File: src/core_clock_ratio_consts.vh
`ifndef CORE_CLOCK_RATIO_CONSTS_VH
`define CORE_CLOCK_RATIO_CONSTS_VH

// Register byte offsets
`define REG_CTRL_OFS        12'h000
`define REG_STATUS_OFS      12'h004
`define REG_EFFECTIVE_OFS   12'h008
`define REG_CTRL_RESET      32'h00000000

// Control register fields
`define CTRL_HALVING_LSB    0
`define CTRL_HALVING_MSB    1

// Status register fields
`define STS_MULT_LSB        0
`define STS_MULT_MSB        5
`define STS_KIND_LSB        6
`define STS_KIND_MSB        7
`define STS_ACK_DELAY_BIT   8
`define STS_RESERVED_BIT    9
`define STS_TEST_BIT        10
`define STS_VALID_BIT       11
`define STS_CODE_LSB        16
`define STS_CODE_MSB        21

// Frequency halving modes
`define HALVING_OFF         2'h0
`define HALVING_HALF        2'h1
`define HALVING_QUARTER     2'h2

// Decoded clock kinds, held in table entry bits [7:6]
`define KIND_RESERVED       2'h0
`define KIND_PLL            2'h1
`define KIND_BYPASS         2'h2
`define KIND_OFF            2'h3

// Special ratio codes, written as printed (leftmost digit is bit 5 here)
`define CODE_BYPASS         6'h0C
`define CODE_PLL_OFF        6'h3C

// Multipliers are held doubled so half steps stay integral; below 5x needs late ack
`define ACK_DELAY_LIMIT_X2  6'h0A

// AHB transfer types and response
`define HTRANS_IDLE         2'h0
`define HTRANS_NONSEQ       2'h2
`define HRESP_OKAY          1'h0

`endif

File: src/ratio_table_rom.v
`timescale 1ns/1ps
`default_nettype none

`include "core_clock_ratio_consts.vh"

// Ratio code lookup; entry is {kind[1:0], multiplier_x2[5:0]}, read data registered
module ratio_table_rom (
	input  wire       i_mclk,
	input  wire       i_rst,
	input  wire [5:0] i_addr,
	output reg  [7:0] o_data
);
	reg [7:0] entry;

	always @* begin
		case (i_addr)
			6'h10:   entry = {`KIND_PLL, 6'h04};
			6'h20:   entry = {`KIND_PLL, 6'h06};
			6'h28:   entry = {`KIND_PLL, 6'h08};
			6'h2C:   entry = {`KIND_PLL, 6'h0A};
			6'h24:   entry = {`KIND_PLL, 6'h0B};
			6'h34:   entry = {`KIND_PLL, 6'h0C};
			6'h14:   entry = {`KIND_PLL, 6'h0D};
			6'h08:   entry = {`KIND_PLL, 6'h0E};
			6'h04:   entry = {`KIND_PLL, 6'h0F};
			6'h30:   entry = {`KIND_PLL, 6'h10};
			6'h18:   entry = {`KIND_PLL, 6'h11};
			6'h1E:   entry = {`KIND_PLL, 6'h12};
			6'h1C:   entry = {`KIND_PLL, 6'h13};
			6'h2A:   entry = {`KIND_PLL, 6'h14};
			6'h22:   entry = {`KIND_PLL, 6'h15};
			6'h26:   entry = {`KIND_PLL, 6'h16};
			6'h00:   entry = {`KIND_PLL, 6'h17};
			6'h2E:   entry = {`KIND_PLL, 6'h18};
			6'h3E:   entry = {`KIND_PLL, 6'h19};
			6'h16:   entry = {`KIND_PLL, 6'h1A};
			6'h38:   entry = {`KIND_PLL, 6'h1B};
			6'h32:   entry = {`KIND_PLL, 6'h1C};
			6'h06:   entry = {`KIND_PLL, 6'h1E};
			6'h36:   entry = {`KIND_PLL, 6'h20};
			6'h02:   entry = {`KIND_PLL, 6'h22};
			6'h0A:   entry = {`KIND_PLL, 6'h24};
			6'h0E:   entry = {`KIND_PLL, 6'h28};
			6'h12:   entry = {`KIND_PLL, 6'h2A};
			6'h1A:   entry = {`KIND_PLL, 6'h30};
			6'h3A:   entry = {`KIND_PLL, 6'h38};
			`CODE_BYPASS:  entry = {`KIND_BYPASS, 6'h02};
			`CODE_PLL_OFF: entry = {`KIND_OFF, 6'h00};
			default: entry = {`KIND_RESERVED, 6'h00};
		endcase
	end

	always @(posedge i_mclk) begin
		if (i_rst) begin
			o_data <= 8'h00;
		end else begin
			o_data <= entry;
		end
	end
endmodule

`default_nettype wire

File: src/core_clock_ratio_decode.v
`timescale 1ns/1ps
`default_nettype none

`include "core_clock_ratio_consts.vh"

// How it works
// RL1 - The ratio code decodes to a bus-to-core multiplier of 2x to 28x, with VCO at 1x of core.
// RL2 - Only listed codes may be applied; any other code is reserved, reported and clocks nothing.
// RL3 - Code 001100 turns the PLL off and runs the core straight from the system bus clock.
// RL4 - In bypass the far side drives the bus qualifier at half the bus clock, offset in phase.
// RL5 - In bypass the processor bus runs at half the system bus clock and the core at full rate.
// RL6 - Bypass is meant only for factory test and emulator use, never normal operation.
// RL7 - Code 111100 keeps the PLL off and stops all core clocking whatever the bus clock does.
// RL8 - The decoded multiplier holds only while frequency halving is off.
// RL9 - Below 5x the bus controller must delay address acknowledge by one or two bus cycles; o_ack_delay_req is raised in PLL mode only, not in bypass.
// RL10 - The test bit of the ratio code must be held low by the configuration source.
// RL11 - With frequency halving on, the decoded multiplier is divided by two or by four.
// RL12 - The ratio code is held stable from before reset release and stays static.
module core_clock_ratio_decode (
	input  wire        i_mclk,
	input  wire        i_rst,
	input  wire [5:0]  i_ratio_sel,
	input  wire        i_bypass_bus_qualifier,
	input  wire        i_hsel,
	input  wire [31:0] i_haddr,
	input  wire [1:0]  i_htrans,
	input  wire        i_hwrite,
	input  wire [2:0]  i_hsize,
	input  wire [31:0] i_hwdata,
	input  wire        i_hready,
	output wire        o_hreadyout,
	output wire        o_hresp,
	output reg  [31:0] o_hrdata,
	output reg         o_pll_enable,
	output reg         o_core_clk_en,
	output reg         o_bus_clk_en,
	output reg  [5:0]  o_bus_to_core_x2,
	output reg  [7:0]  o_effective_x8,
	output reg         o_ack_delay_req,
	output reg         o_reserved_code
);
	// Pin synchronisers: three stages, a code change counts once stages two and three agree
	reg [5:0] sel_s1;
	reg [5:0] sel_s2;
	reg [5:0] sel_s3;
	reg [5:0] sel_stable;
	reg       qual_s1;
	reg       qual_s2;
	reg       qual_s3;
	reg       qual_stable;
	reg       qual_prev;
	reg       sel_valid;
	reg [2:0] sel_fill;

	always @(posedge i_mclk) begin
		if (i_rst) begin
			sel_s1      <= 6'h00;
			sel_s2      <= 6'h00;
			sel_s3      <= 6'h00;
			sel_stable  <= 6'h00;
			sel_valid   <= 1'b0;
			sel_fill    <= 3'h0;
			qual_s1     <= 1'b0;
			qual_s2     <= 1'b0;
			qual_s3     <= 1'b0;
			qual_stable <= 1'b0;
			qual_prev   <= 1'b0;
		end else begin
			sel_s1    <= i_ratio_sel;
			sel_s2    <= sel_s1;
			sel_s3    <= sel_s2;
			sel_fill  <= {sel_fill[1:0], 1'b1};
			// Code is a static strap, so one settled sample is enough (see RL12);
			// stage three must hold the pin itself, not the reset zeros
			if (sel_fill[2] && sel_s2 == sel_s3) begin
				sel_stable <= sel_s3;
				sel_valid  <= 1'b1;
			end
			qual_s1   <= i_bypass_bus_qualifier;
			qual_s2   <= qual_s1;
			qual_s3   <= qual_s2;
			// The qualifier flips every cycle, so stages two and three never agree on it
			qual_stable <= qual_s3;
			qual_prev <= qual_stable;
		end
	end

	// Table lookup
	wire [7:0] table_entry;

	ratio_table_rom u_table (
		.i_mclk (i_mclk),
		.i_rst  (i_rst),
		.i_addr (sel_stable),
		.o_data (table_entry)
	);

	reg table_valid;

	always @(posedge i_mclk) begin
		if (i_rst) begin
			table_valid <= 1'b0;
		end else begin
			table_valid <= sel_valid;
		end
	end

	wire [1:0] kind      = table_entry[7:6];
	wire [5:0] mult_x2   = table_entry[5:0];
	wire       test_bit  = sel_stable[0];

	// Operating mode, one-hot; it leaves waiting only once the table answer is valid
	localparam [4:0] MODE_WAIT     = 5'h01;
	localparam [4:0] MODE_PLL      = 5'h02;
	localparam [4:0] MODE_BYPASS   = 5'h04;
	localparam [4:0] MODE_OFF      = 5'h08;
	localparam [4:0] MODE_RESERVED = 5'h10;

	reg [4:0] mode;
	reg [4:0] next_mode;

	// A code that moves later is followed, as straps are expected static (see RL12)
	always @* begin
		next_mode = MODE_WAIT;
		if (table_valid) begin
			case (kind)
				`KIND_PLL:    next_mode = MODE_PLL;
				`KIND_BYPASS: next_mode = MODE_BYPASS;
				`KIND_OFF:    next_mode = MODE_OFF;
				default:      next_mode = MODE_RESERVED;
			endcase
		end
	end

	always @(posedge i_mclk) begin
		if (i_rst) begin
			mode <= MODE_WAIT;
		end else begin
			mode <= next_mode;
		end
	end

	// Kind field as software sees it, taken from the mode in force
	function [1:0] mode_kind;
		input [4:0] m;
		begin
			case (m)
				MODE_PLL:    mode_kind = `KIND_PLL;
				MODE_BYPASS: mode_kind = `KIND_BYPASS;
				MODE_OFF:    mode_kind = `KIND_OFF;
				default:     mode_kind = `KIND_RESERVED;
			endcase
		end
	endfunction

	// Control register, written over the bus
	reg [1:0] halving_mode;

	// Effective multiplier in eighths; quarter of 10.5x must stay exact
	reg [7:0] next_effective_x8;

	always @* begin
		next_effective_x8 = {mult_x2, 2'b00};
		case (halving_mode)
			`HALVING_HALF: begin
				next_effective_x8 = {1'b0, mult_x2, 1'b0}; // see RL11
			end
			`HALVING_QUARTER: begin
				next_effective_x8 = {2'b00, mult_x2}; // see RL11
			end
			default: begin
				next_effective_x8 = {mult_x2, 2'b00}; // see RL8
			end
		endcase
	end

	// Clock control outputs follow the mode being entered, so both change together
	always @(posedge i_mclk) begin
		if (i_rst) begin
			o_pll_enable     <= 1'b0;
			o_core_clk_en    <= 1'b0;
			o_bus_clk_en     <= 1'b0;
			o_bus_to_core_x2 <= 6'h00;
			o_effective_x8   <= 8'h00;
			o_ack_delay_req  <= 1'b0;
			o_reserved_code  <= 1'b0;
		end else begin
			o_reserved_code  <= (next_mode == MODE_RESERVED); // see RL2
			case (next_mode)
				MODE_PLL: begin
					o_pll_enable     <= 1'b1; // see RL1
					o_core_clk_en    <= 1'b1;
					o_bus_clk_en     <= 1'b1;
					o_bus_to_core_x2 <= mult_x2; // see RL1
					o_effective_x8   <= next_effective_x8; // see RL8
					o_ack_delay_req  <= (mult_x2 < `ACK_DELAY_LIMIT_X2); // see RL9
				end
				MODE_BYPASS: begin
					o_pll_enable     <= 1'b0; // see RL3
					o_core_clk_en    <= 1'b1; // see RL3
					// Bus steps once per qualifier rise, half the system clock (see RL5)
					o_bus_clk_en     <= qual_stable & ~qual_prev; // see RL4
					o_bus_to_core_x2 <= mult_x2;
					o_effective_x8   <= 8'h00;
					o_ack_delay_req  <= 1'b0;
				end
				MODE_OFF: begin
					o_pll_enable     <= 1'b0; // see RL7
					o_core_clk_en    <= 1'b0; // see RL7
					o_bus_clk_en     <= 1'b0;
					o_bus_to_core_x2 <= mult_x2;
					o_effective_x8   <= 8'h00;
					o_ack_delay_req  <= 1'b0;
				end
				MODE_RESERVED: begin
					// Reserved code: fail safe, nothing clocks
					o_pll_enable     <= 1'b0;
					o_core_clk_en    <= 1'b0;
					o_bus_clk_en     <= 1'b0;
					o_bus_to_core_x2 <= mult_x2;
					o_effective_x8   <= 8'h00;
					o_ack_delay_req  <= 1'b0;
				end
				default: begin
					o_pll_enable     <= 1'b0;
					o_core_clk_en    <= 1'b0;
					o_bus_clk_en     <= 1'b0;
					o_bus_to_core_x2 <= 6'h00;
					o_effective_x8   <= 8'h00;
					o_ack_delay_req  <= 1'b0;
				end
			endcase
		end
	end

	// AHB-Lite slave, zero wait states
	reg        dph_write;
	reg [11:0] dph_addr;

	localparam [31:0] CTRL_RESET = `REG_CTRL_RESET;

	wire addr_phase = i_hsel & i_hready & (i_htrans == `HTRANS_NONSEQ);

	// A read right behind a control write must see the value being written
	wire [1:0] ctrl_now = (dph_write && dph_addr == `REG_CTRL_OFS) ?
		i_hwdata[`CTRL_HALVING_MSB:`CTRL_HALVING_LSB] : halving_mode;

	assign o_hreadyout = 1'b1;
	assign o_hresp     = `HRESP_OKAY;

	reg [31:0] status_word;

	always @* begin
		status_word = 32'h00000000;
		status_word[`STS_MULT_MSB:`STS_MULT_LSB] = o_bus_to_core_x2;
		status_word[`STS_KIND_MSB:`STS_KIND_LSB] = mode_kind(mode);
		status_word[`STS_ACK_DELAY_BIT]          = o_ack_delay_req;
		status_word[`STS_RESERVED_BIT]           = o_reserved_code;
		status_word[`STS_TEST_BIT]               = test_bit; // see RL10
		status_word[`STS_VALID_BIT]              = (mode != MODE_WAIT);
		status_word[`STS_CODE_MSB:`STS_CODE_LSB] = sel_stable;
	end

	// Register read decode; unmapped words read zero
	function [31:0] read_mux;
		input [11:0] addr;
		input [1:0]  halving;
		input [31:0] status;
		input [7:0]  effective;
		begin
			case (addr)
				`REG_CTRL_OFS:      read_mux = {30'h00000000, halving};
				`REG_STATUS_OFS:    read_mux = status;
				`REG_EFFECTIVE_OFS: read_mux = {24'h000000, effective};
				default:            read_mux = 32'h00000000;
			endcase
		end
	endfunction

	always @(posedge i_mclk) begin
		if (i_rst) begin
			dph_write    <= 1'b0;
			dph_addr     <= 12'h000;
			o_hrdata     <= 32'h00000000;
			halving_mode <= CTRL_RESET[1:0];
		end else begin
			if (i_hready) begin
				dph_write <= addr_phase & i_hwrite;
				dph_addr  <= {i_haddr[11:2], 2'b00};
			end
			if (addr_phase & ~i_hwrite) begin
				o_hrdata <= read_mux({i_haddr[11:2], 2'b00}, ctrl_now,
					status_word, o_effective_x8);
			end
			if (dph_write && dph_addr == `REG_CTRL_OFS) begin
				halving_mode <= i_hwdata[`CTRL_HALVING_MSB:`CTRL_HALVING_LSB];
			end
		end
	end

	// Only word transfers are used; the size is not checked
	wire unused_ok = &{1'b0, i_hsize, i_haddr[31:12], i_haddr[1:0]};
endmodule

`default_nettype wire

File: config.mk
export PLATFORM = sky130hd
export DESIGN_NAME = core_clock_ratio_decode
export DESIGN_NICKNAME = d
export VERILOG_FILES = /design/src/ratio_table_rom.v /design/src/core_clock_ratio_decode.v
export VERILOG_INCLUDE_DIRS = /design/src
export SDC_FILE = /design/constraint.sdc
export NUM_CORES = 1
export LEC_CHECK = 0
export BUFFER_PORTS_ARGS = -buffer_cell sky130_fd_sc_hd__buf_2
export CORE_AREA = 2 2 98 100
export CTS_CLUSTER_SIZE = 24
export DETAILED_ROUTE_END_ITERATION = 10
export DIE_AREA = 0 0 100 102
export PLACE_DENSITY = 0.69
export SYNTH_ARGS = -nofsm -noshare
export SYNTH_HDL_FRONTEND = slang
export SYNTH_SLANG_ARGS = --single-unit
File: constraint.sdc
create_clock -name i_mclk -period 3.28 [get_ports i_mclk]
set_clock_uncertainty 0.2 [all_clocks]
set_input_delay 0.328 -clock i_mclk [delete_from_list [all_inputs] [get_ports i_mclk]]
set_output_delay 0.328 -clock i_mclk [all_outputs]
set_load 0.01 [all_outputs]
After elaboration in Yosys (flattened, before gate mapping)
Memories as Yosys holds them, arrays and structs flattened. A register that Yosys moved wholly into a read port is not among the register bits.
Cells that the tools add are included.
{ "word_totals": {"reg_bits": 103, "romBits": 512, "in_bits": 81, "elab_cells": 71, "n_memories": 1} }
{ "mem_list": {"columns": ["name", "words", "width", "read_ports", "rd_clocked_by_memory_dff", "wr", "line_no", "source"], "rows": [
  ["(no name shown)", 64, 8, 1, 1, 0, "ratio_table_rom.v:16", "case (i_addr)"]
]} }
{ "op_classes": {"order_cmp": 1, "n_eq_ne": 17, "mux": 10, "bitwise_logic": 9, "n_reduce_logical": 8} }
{ "op_table": {"columns": ["cell", "count"], "rows": [
  ["$pmux W22 S3", 1],
  ["$pmux W8 S2", 1],
  ["$pmux W5 S3", 1],
  ["$logic_not A12 Y1", 1],
  ["$eq A10 B1 Y1 const B", 1],
  ["$eq A10 B2 Y1 const B", 1],
  ["$eq A5 B2 Y1 const B", 2],
  ["$eq A5 B3 Y1 const B", 2],
  ["$eq A5 B4 Y1 const B", 2],
  ["$logic_not A10 Y1", 1],
  ["$eq A2 B2 Y1 const B", 4],
  ["$eq A6 B6 Y1", 1],
  ["$lt A6 B4 Y1 const B", 1],
  ["$pmux W2 S3", 1],
  ["$reduce_or A2 Y1", 3],
  ["$and A1 B1 Y1", 5],
  ["$eq A5 B5 Y1 const B", 1],
  ["$mux W5", 1],
  ["$ne A5 B1 Y1 const B", 1],
  ["$eq A2 B1 Y1 const B", 2],
  ["$not A1 Y1", 4],
  ["$reduce_or A4 Y1", 1],
  ["$mux W1", 3],
  ["$logic_and A1 B1 Y1", 2],
  ["2 further kinds", 2]
]} }

Logic depth before layout (Yosys ltp)
Gate-level depths: netlist (run 1).
{ "logic_depth": {"depth_word": 7, "depth_mapped": 6} }

Cells and area by module
A second synthesis (run 1) with hierarchy kept.
{ "unflattened": {"cells_unflattened": 387, "hier_area_um2": 3707.3} }
{ "modules_own_cells": {"columns": ["mod", "instances", "cells_each", "area_per_inst_um2"], "rows": [
  ["core_clock_ratio_decode", 1, 323, 3198.1],
  ["ratio_table_rom", 1, 64, 509.2]
]} }

Worst setup path before layout (run 1)
No wires, ideal clock.
{ "synth_timing": {"path_kind": "in2reg", "from": "input port i_haddr[8]", "to": "register o_hrdata[6]", "setup_time_ps": 59, "t_arrival_ps": 1330, "required_time_ps": 3021, "path_slack_ps": 1691, "cell_stages": 5, "path_cell_list": "nor4_2 -> and2_1 -> buf_6 -> nor4b_4 -> a22o_1"} }
{ "synth_between": {"elab_chain_cells": 2, "word_cells_on_any_way": 4, "cone_classes": "2 x eq/ne; 1 x mux; 1 x reduce/logical"} }
{ "synth_rtl": {"columns": ["item", "line_no", "source"], "rows": [
  ["start: declaration", "core_clock_ratio_decode.v:25", "input wire [31:0] i_haddr,"],
  ["$eq A10 B2 Y1 (tied with other cells)", "core_clock_ratio_decode.v:271", "case (addr)"],
  ["$pmux W22 S3 *", "core_clock_ratio_decode.v:271", null],
  ["end signal: assignment", "core_clock_ratio_decode.v:292", "o_hrdata <= read_mux({i_haddr[11:2], 2'b00}, ctrl_now,"],
  ["end: declaration", "core_clock_ratio_decode.v:33", "output reg [31:0] o_hrdata,"]
]} }
Every way passes the cells marked *; elsewhere a longest branch is shown, timed or not.
A chain may end at the register's enable or synchronous reset.

Worst setup path in the final report (run 1)
{ "layout_timing": {"from": "input port i_haddr[5]", "to": "register o_hrdata[6]"} }
Same word-level chain as after synthesis.

==> results of run 1 <==
cells in the mapped netlist (all sizes together), types with 2 or more instances:
cell type / number / area share, %
a211oi: 2 / 0.39
a21oi: 29 / 3.8
a22o: 8 / 1.8
a22oi: 5 / 0.98
a31oi: 2 / 0.33
a32oi: 4 / 0.91
a41oi: 2 / 0.46
and2: 11 / 1.8
and3: 6 / 1.0
and3b: 2 / 0.46
and4: 3 / 0.69
buf: 26 / 4.6
clkbuf: 20 / 2.0
conb: 2 / 0.20
dfxtp: 96 / 50
ha: 2 / 0.65
inv: 11 / 1.1
mux2i: 11 / 2.9
nand2: 22 / 2.2
nand2b: 3 / 0.49
nand3: 16 / 2.1
nand3b: 2 / 0.39
nand4: 5 / 0.82
nor2: 31 / 3.0
nor2b: 31 / 5.1
nor3: 6 / 0.78
nor4: 5 / 1.1
nor4b: 3 / 1.2
o2111ai: 3 / 0.69
o211ai: 2 / 0.39
o21a: 3 / 0.59
o21ai: 13 / 1.7
o22ai: 2 / 0.33
o31ai: 4 / 0.78
xnor2: 8 / 1.8
layout make-up:
type	instances	area share, %
tap	111	3.164
inverter	11	0.9407
clock buffer	9	2.822
multi-input combinational	272	38.06
clock inverter	7	2.166
timing repair buffer	71	9.065
sequential	96	43.79
per-layer routing:
metal	GRT usage, %	share of wire, %	vias to the layer above	routed length, um
met5	0	0	-	0
met1	19.61	44	1363	3407
met3	4.514	6.4	12	497
li1	-	-	1494	-
met2	26.72	47	91	3665
met4	6.217	2.0	0	153
critical path, stage by stage:
cell and delay, ns:
dlygate4sd3_1 0.54, buf_2 0.13, nor4_2 0.46, and2_1 0.41, nor4b_4 0.28, a22o_1 0.17
registers in the layout (all words and copies together), names as in the netlist, 2 cells and up:
name and cells:
dph_addr 10, sel_stable 6, sel_s1 6, sel_fill 3, o_effective_x8 8, u_table.o_data 8
halving_mode 2, mode 5, sel_s3 6, o_hrdata 17, o_bus_to_core_x2 6, sel_s2 6
cells in the final DEF, fill, tap and decap left out, types with 3 or more instances in the layout:
master / count
dfxtp_1: 96
buf_2: 62
nor2b_1: 31
nor2_1: 31
a21oi_1: 29
nand2_1: 22
nand3_1: 16
conb_1: 16
o21ai_0: 13
inv_1: 11
and2_1: 11
mux2i_1: 11
clkbuf_8: 9
a22o_1: 8
xnor2_1: 8
dlygate4sd3_1: 8
nor3_1: 6
and3_1: 5
nand4_1: 5
a22oi_1: 5
inv_8: 5
a32oi_1: 4
o31ai_1: 4
nor4_1: 3
and4_1: 3
o2111ai_1: 3
nand2b_1: 3
o21a_1: 3
cells by family (layout without fill, tap and decap cells):
kind of cell / count (synthesis) / after routing
other: 2 / 16
flip-flops: 96 / 96
XOR/XNOR: 9 / 9
adder cells (fa/ha/maj): 2 / 2
AO/OA/AOI/OAI: 85 / 85
buffers and inverters: 57 / 98
multiplexers: 11 / 11
AND/OR/NAND/NOR: 149 / 149
repair_timing:
| action | 4_1_cts | 5_1_grt |
|---|---|---|
| hold buffers | 8 | 0 |
| setup buffers | 0 | 0 |
| gates resized for setup | 0 | 0 |
| endpoints found under the setup margin | 0 | 0 |
| hold endpoints to repair | 8 | 0 |
worst paths after layout:
check	to	cells after the start
setup / recovery	o_hrdata[6]$_SDFFE_PP0P_	6
hold / removal	dph_addr[7]$_SDFFE_PP0P_	3
setup reg to reg	o_effective_x8[7]$_SDFF_PP0_	5
hold reg to reg	sel_s2[3]$_SDFF_PP0_	1
through the flow:
stage / cell area [um2] / setup WS [ns] / util [%] / hold slack [ns] / power, mW
detailed placement: 4090 / 1.068 / 44.90 / 0.2239 / 1.340
CTS: 4389 / 1.098 / 48.19 / 0.001185 / 2.177
floorplan: 3887 / 1.691 / - / 0.2138 / 1.320
global route: 4389 / 0.9953 / 48.19 / 0.02960 / 2.257
global placement: 4090 / 1.101 / 44.90 / 0.2159 / 1.337
finish: 4389 / 1.081 / 48.19 / 0.01295 / 2.151
power by group through the flow:
stage                     clock, mW  sequential [mW]  combinational, mW
after floorplan                   0             1.23             0.0917
after global placement            0             1.23              0.105
after detailed placement          0             1.23              0.107
after CTS                     0.856             1.21              0.115
after global routing          0.917             1.21              0.129
final                         0.830             1.21              0.115
==> summary.txt, run 1 <==
Layout
  – Layout Nets: 544
  – Reg area: 1922 um2
  – Fraction of final layout cells sized beyond drive strength 1: 18.45%
  – Multi-input logic area: 1670 um2
  – Synth-to-Final Area Change: 14.45%
  – Number of fill cells: 847
  – Diode count: 0
  – Final cell count without fillers: 577

Placed design
  – IO Port Bufs: 62
  – Final GP Congestion: 0.8243
  – DPL Wire Length: 5323 um
  – DP Cell Count: 553

Min path
  – Hold WC Path Type: in2reg
  – Hold path startpoint: i_haddr[7]

Status
  – Status: complete, no violations

Power
  – Reg power frac: 56.0%
  – Gate power share: 5.4%
  – Pwr dens: 490.1 nW/um2
  – Clock power share: 38.6%
  – Leakage: 1.814 nW
  – Int Power: 1.619 mW
  – Sw Ratio: 24.76%
  – Net Sw Power: 0.5326 mW
  – Maximum vdd drop: 0.0002503 V

Worst setup path
  – Worst Path Arrival: 2.32 ns
  – Reg2reg start: table_valid$_SDFF_PP0_
  – Worst Setup SP: i_haddr[5]
  – Setup CP Type: in2reg
  – CP max FO: 9
  – WP data required: 3.40 ns
  – CP endpoint kind: register
  – R2R Setup Slk: 1.42 ns
  – Setup crit start kind: primary input

Synthesis
  – Synthesis-stage register bit count: 96
  – Syn Inst Count: 411
  – Netlist cell types: 53
  – Multiplexer share of the synthesized area: 2.871%
  – Simple-gate area share of the yosys netlist: 21.76%
  – Synth Area per Inst: 9.331 um2
  – Sequential area share after synthesis: 50.11%
  – Mapped cell area: 3835 um2
  – Number of enable flip-flop cells after synthesis: 0
  – XOR/XNOR Fraction of Synth Area: 2.055%
  – Largest family of logic cells by synthesized area: simple AND/OR/NAND/NOR gates
  – Yosys warns: 0
  – Async set-reset flop share out of synthesis: 0%
  – Synth Area in Adders: 0.6525%
  – Top FF cell, synth: dfxtp_1
  – Synth Area in Compound Gates: 14.65%

Route
  – DRC Markers: 0
  – Via count: 2960
  – Starting DRT DRC Count: 183
  – Drt first pass iters: 4
  – Wirelength per Cell: 13.39 um
  – Antenna violation net count after detailed routing: 0
  – Via density per instance: 5.130
  – DRT Wirelength: 7724 um

STA
  – Tcrit/Tclk final: 67.06%
  – Final-report hold violation count: 0
  – Actual slew at the worst max-slew pin: 0.6492 ns
  – RSZ-0062 raised after global routing: no
  – Final min period: 2.199 ns
  – Pins Over Slew Limit: 0
  – Slew margin rel.: 56.61%
  – Final setup fails: 0
  – Setup_tns: 0 ns
  – FMAX: 454.7 MHz

Clock tree
  – Worst skew pair latency: 0.37 ns
  – CTS max path bufs: 2
  – Root buffer cell: clkbuf_8
  – H-tree depth: 3
  – CTS tree: yes
  – Clock Pin Slew Worst Setup and Hold Paths: 0.11 ns
  – CTS buffer count: 9
  – Sink Count: 96

Global routing
  – Initial antenna violation count: 0
  – Vias in the first global route: 2748
  – Grt ovf: 0
  – GR Util All Layers: 15.96%
  – Pin count of the biggest net entering global routing: 66
  – First-pass GRT wire length: 12930 um

Die
  – Total core area: 9109 um2
  – Initial Util: 42.10%
  – Ports: 134
  – Die area: 10200 um2
  – Die H: 102 um
  – Chip Width: 100 um
  – # rows: 35

Job
  – Max_cap viols: 0
No activity file was read; power rests on OpenSTA's default activity.
==> run 2, diff against run 1 <==
- PLACE_DENSITY: 0.69 -> 0.72
- clock period: 3.28 -> 2.01 ns (I/O delays scaled with it)
==> run 2 against run 1 <==
  * Utilization up 1.8 points
  * Sequential share of layout area down 1.6 points
  * Die area unchanged
  * Clock power up 40%
  * Final cell count up 3.8%
  * Sequential cell count unchanged
  * Cell area up 3.7%
  * Critical path depth up 1
  * Combinational power up 87%
  * Critical path type unchanged
  * Largest cell class unchanged
==> summary.txt, run 2 (synthesized netlist as in run 1, its figures left out) <==
Status
  – Status: complete, no violations

Route
  – Via density per instance: 5.055 (-1.5%)
  – DRT Wirelength: 7869 um (+1.9%)
  – Wirelength per Cell: 13.14 um (-1.9%)
  – DRC Markers: 0 (unchanged)
  – Via count: 3028 (+2.3%)
  – Antenna violation net count after detailed routing: 0 (unchanged)
  – Drt first pass iters: 4 (unchanged)
  – Starting DRT DRC Count: 192 (+4.9%)

Min path
  – Hold WC Path Type: in2reg
  – Hold path startpoint: i_hwdata[0]
  – Hold EP: halving_mode[0]$_SDFF_PP0_
  – Hold Crit Depth: 3 (unchanged)

Layout
  – Commonest non-fill, non-tap cell in the layout: dfxtp_1
  – Layout Nets: 566 (+4.0%)
  – Diode count: 0 (unchanged)
  – Synth-to-Final Area Change: 18.70%
  – Fraction of final layout cells sized beyond drive strength 1: 19.88% (+1.4 points)
  – Commonest cells after routing, fill and taps aside: dfxtp_1 (96), buf_2 (62), nor2b_1 (31), nor2_1 (31), a21oi_1 (29)
  – Largest Register: o_hrdata
  – Number of fill cells: 861 (+1.7%)
  – Max reg flops: 17 (unchanged)
  – Biggest regs: o_hrdata (17), dph_addr (10)

Placed design
  – DPL Wire Length: 5538 um (+4.1%)
  – Final GP Congestion: 0.8308 (+0.79%)
  – Worst slack, placed: 0.3157 ns (-0.7526 ns)
  – IO Port Bufs: 62 (unchanged)

Worst setup path
  – R2R Setup Slk: 0.24 ns (-1.18 ns)
  – WP data required: 2.09 ns (-1.31 ns)
  – CP max FO: 9 (unchanged)
  – CP max-delay cell: dlygate4sd3_1
  – Crit path buf inv count: 3 (+1)
  – Worst Path Arrival: 1.95 ns (-0.37 ns)
  – CP endpoint kind: register
  – Reg2reg start: sel_stable[4]$_SDFFE_PP0P_
  – Crit-path leading delay family: buffers and inverters
  – Setup crit start kind: primary input
  – Slowest cell delay on critical path: 0.55 ns (about the same)
  – RR Endpoint: u_table.o_data[1]$_SDFF_PP0_
  – Setup CP Type: in2reg
  – Crit path cell chain: dlygate4sd3_1 > buf_2 > nor4_2 > buf_4 > and3_2 > nand3_1 > a21oi_1
  – FF-to-FF path depth: 4 (-1)

Clock tree
  – H-tree depth: 3 (unchanged)
  – Postcts setup bufs: 0 (unchanged)
  – Clock Pin Slew Worst Setup and Hold Paths: 0.10 ns (about the same)
  – CTS max path bufs: 2 (unchanged)
  – Root buffer cell: clkbuf_8
  – CTS tree: yes
  – Sink Count: 96 (unchanged)
  – # resized after CTS: 0 (unchanged)
  – Worst skew pair latency: 0.36 ns (about the same)
  – CTS buffer count: 9 (unchanged)

Global routing
  – Pin count of the biggest net entering global routing: 32 (-52%)
  – Initial antenna violation count: 0 (unchanged)
  – Vias in the first global route: 2789 (+1.5%)
  – Grt ovf: 0 (unchanged)
  – First-pass GRT wire length: 12910 um (-0.16%)
  – GR Util All Layers: 15.79% (-0.16 points)

STA
  – Pins Over Slew Limit: 0 (unchanged)
  – Tcrit/Tclk final: 93.03%
  – Slew margin rel.: 56.57% (about the same)
  – Setup ws final: 0.1402 ns (-0.9404 ns)
  – Final setup fails: 0 (unchanged)
  – Setup_tns: 0 ns (unchanged)
  – Hold Slack: 0.05344 ns (+0.04048 ns)
  – Final-report hold violation count: 0 (unchanged)
  – Final min period: 1.870 ns
  – Actual slew at the worst max-slew pin: 0.6506 ns (+0.001394 ns)
  – RSZ-0062 raised after global routing: no
  – FMAX: 534.8 MHz

Power
  – Leakage: 1.891 nW (+4.2%)
  – Total power: 3.343 mW (+55%)
  – Pwr dens: 734.4 nW/um2 (+50%)
  – Maximum vdd drop: 0.0005165 V (+110%)

Die
  – Total core area: 9109 um2 (unchanged)
  – Chip Width: 100 um (unchanged)
  – Die area: 10200 um2 (unchanged)
  – # rows: 35 (unchanged)
  – Ports: 134 (unchanged)
  – Die H: 102 um (unchanged)
  – Initial Util: 42.10% (unchanged)

Job
  – Max_cap viols: 0 (unchanged)
[run 2: changes by cell type in the layout (fill, tap and decap cells not counted), moves of 3 or more]
cell | before | now
clkinvlp_4 | 0 | 3
dlygate4sd3_1 | 8 | 19
buf_4 | 1 | 12
inv_8 | 5 | 1
[run 2: final cells by class]
type                    instances  area, um2  share of cell area [%]
clock inverters                 6      51.30                   1.127
well taps                     111      138.9                   3.051
flip-flops and latches         96       1922                   42.22
repair buffers                 93      590.6                   12.97
multi-input cells             272       1670                   36.70
clock buffers                  10      137.6                   3.024
inverters                      11      41.29                  0.9071
[run 2: per-stage QoR]
stage | area (um2) | util, % | instances
after CTS | 4552 | 49.97 | 599
after global placement | 4173 | 45.81 | 564
final | 4552 | 49.97 | 599
after detailed placement | 4173 | 45.81 | 564
after global routing | 4552 | 49.97 | 599
after floorplan | 3887 | - | 425
[run 2: worst max-delay path by stage]
stage | startpoint | endpoint | slack (ns) | cells past startpoint
3_3_place_gp | i_htrans[0] | o_hrdata[7]$_SDFFE_PP0P_ | 0.36 | 5
6_report | i_haddr[5] | o_hrdata[21]$_SDFFE_PP0P_ | 0.14 | 7
2_1_floorplan | sel_stable[3]$_SDFFE_PP0P_ | u_table.o_data[5]$_SDFF_PP0_ | 0.46 | 5
4_1_cts | i_haddr[8] | o_hrdata[21]$_SDFFE_PP0P_ | 0.17 | 7
3_5_place_dp | sel_stable[3]$_SDFFE_PP0P_ | u_table.o_data[1]$_SDFF_PP0_ | 0.32 | 4
5_1_grt | i_haddr[4] | o_hrdata[21]$_SDFFE_PP0P_ | 0.02 | 7
[run 2: layer usage]
| metal | share of wire [%] | GRT usage, % | vias up |
|---|---|---|---|
| li1 | - | - | 1539 |
| met1 | 45 | 19.14 | 1385 |
| met2 | 48 | 27.18 | 97 |
| met3 | 5.5 | 5.130 | 7 |
| met4 | 1.0 | 4.320 | 0 |
| met5 | 0 | 0 | - |
[run 2: where the power goes]
part	total (mW)	leakage, nW	switching, mW	internal (mW)
Combinational	0.215	1.02	0.116	0.0994
Sequential	1.97	0.782	0.0242	1.94
Clock	1.16	0.0870	0.663	0.498
[run 2: repair_timing]
| item | CTS | global route |
|---|---|---|
| hold buffers | 19 | 0 |
| hold endpoints to repair | 21 | 0 |
| endpoints found under the setup margin | 0 | 0 |
[run 2: worst register-to-register path, delay by kind of cell (launching register included)]
family             cells  cell delay, ns
and+or+nand+nor        1            0.27
DFF                    1            0.73
AOI/OAI and AO/OA      3            0.52
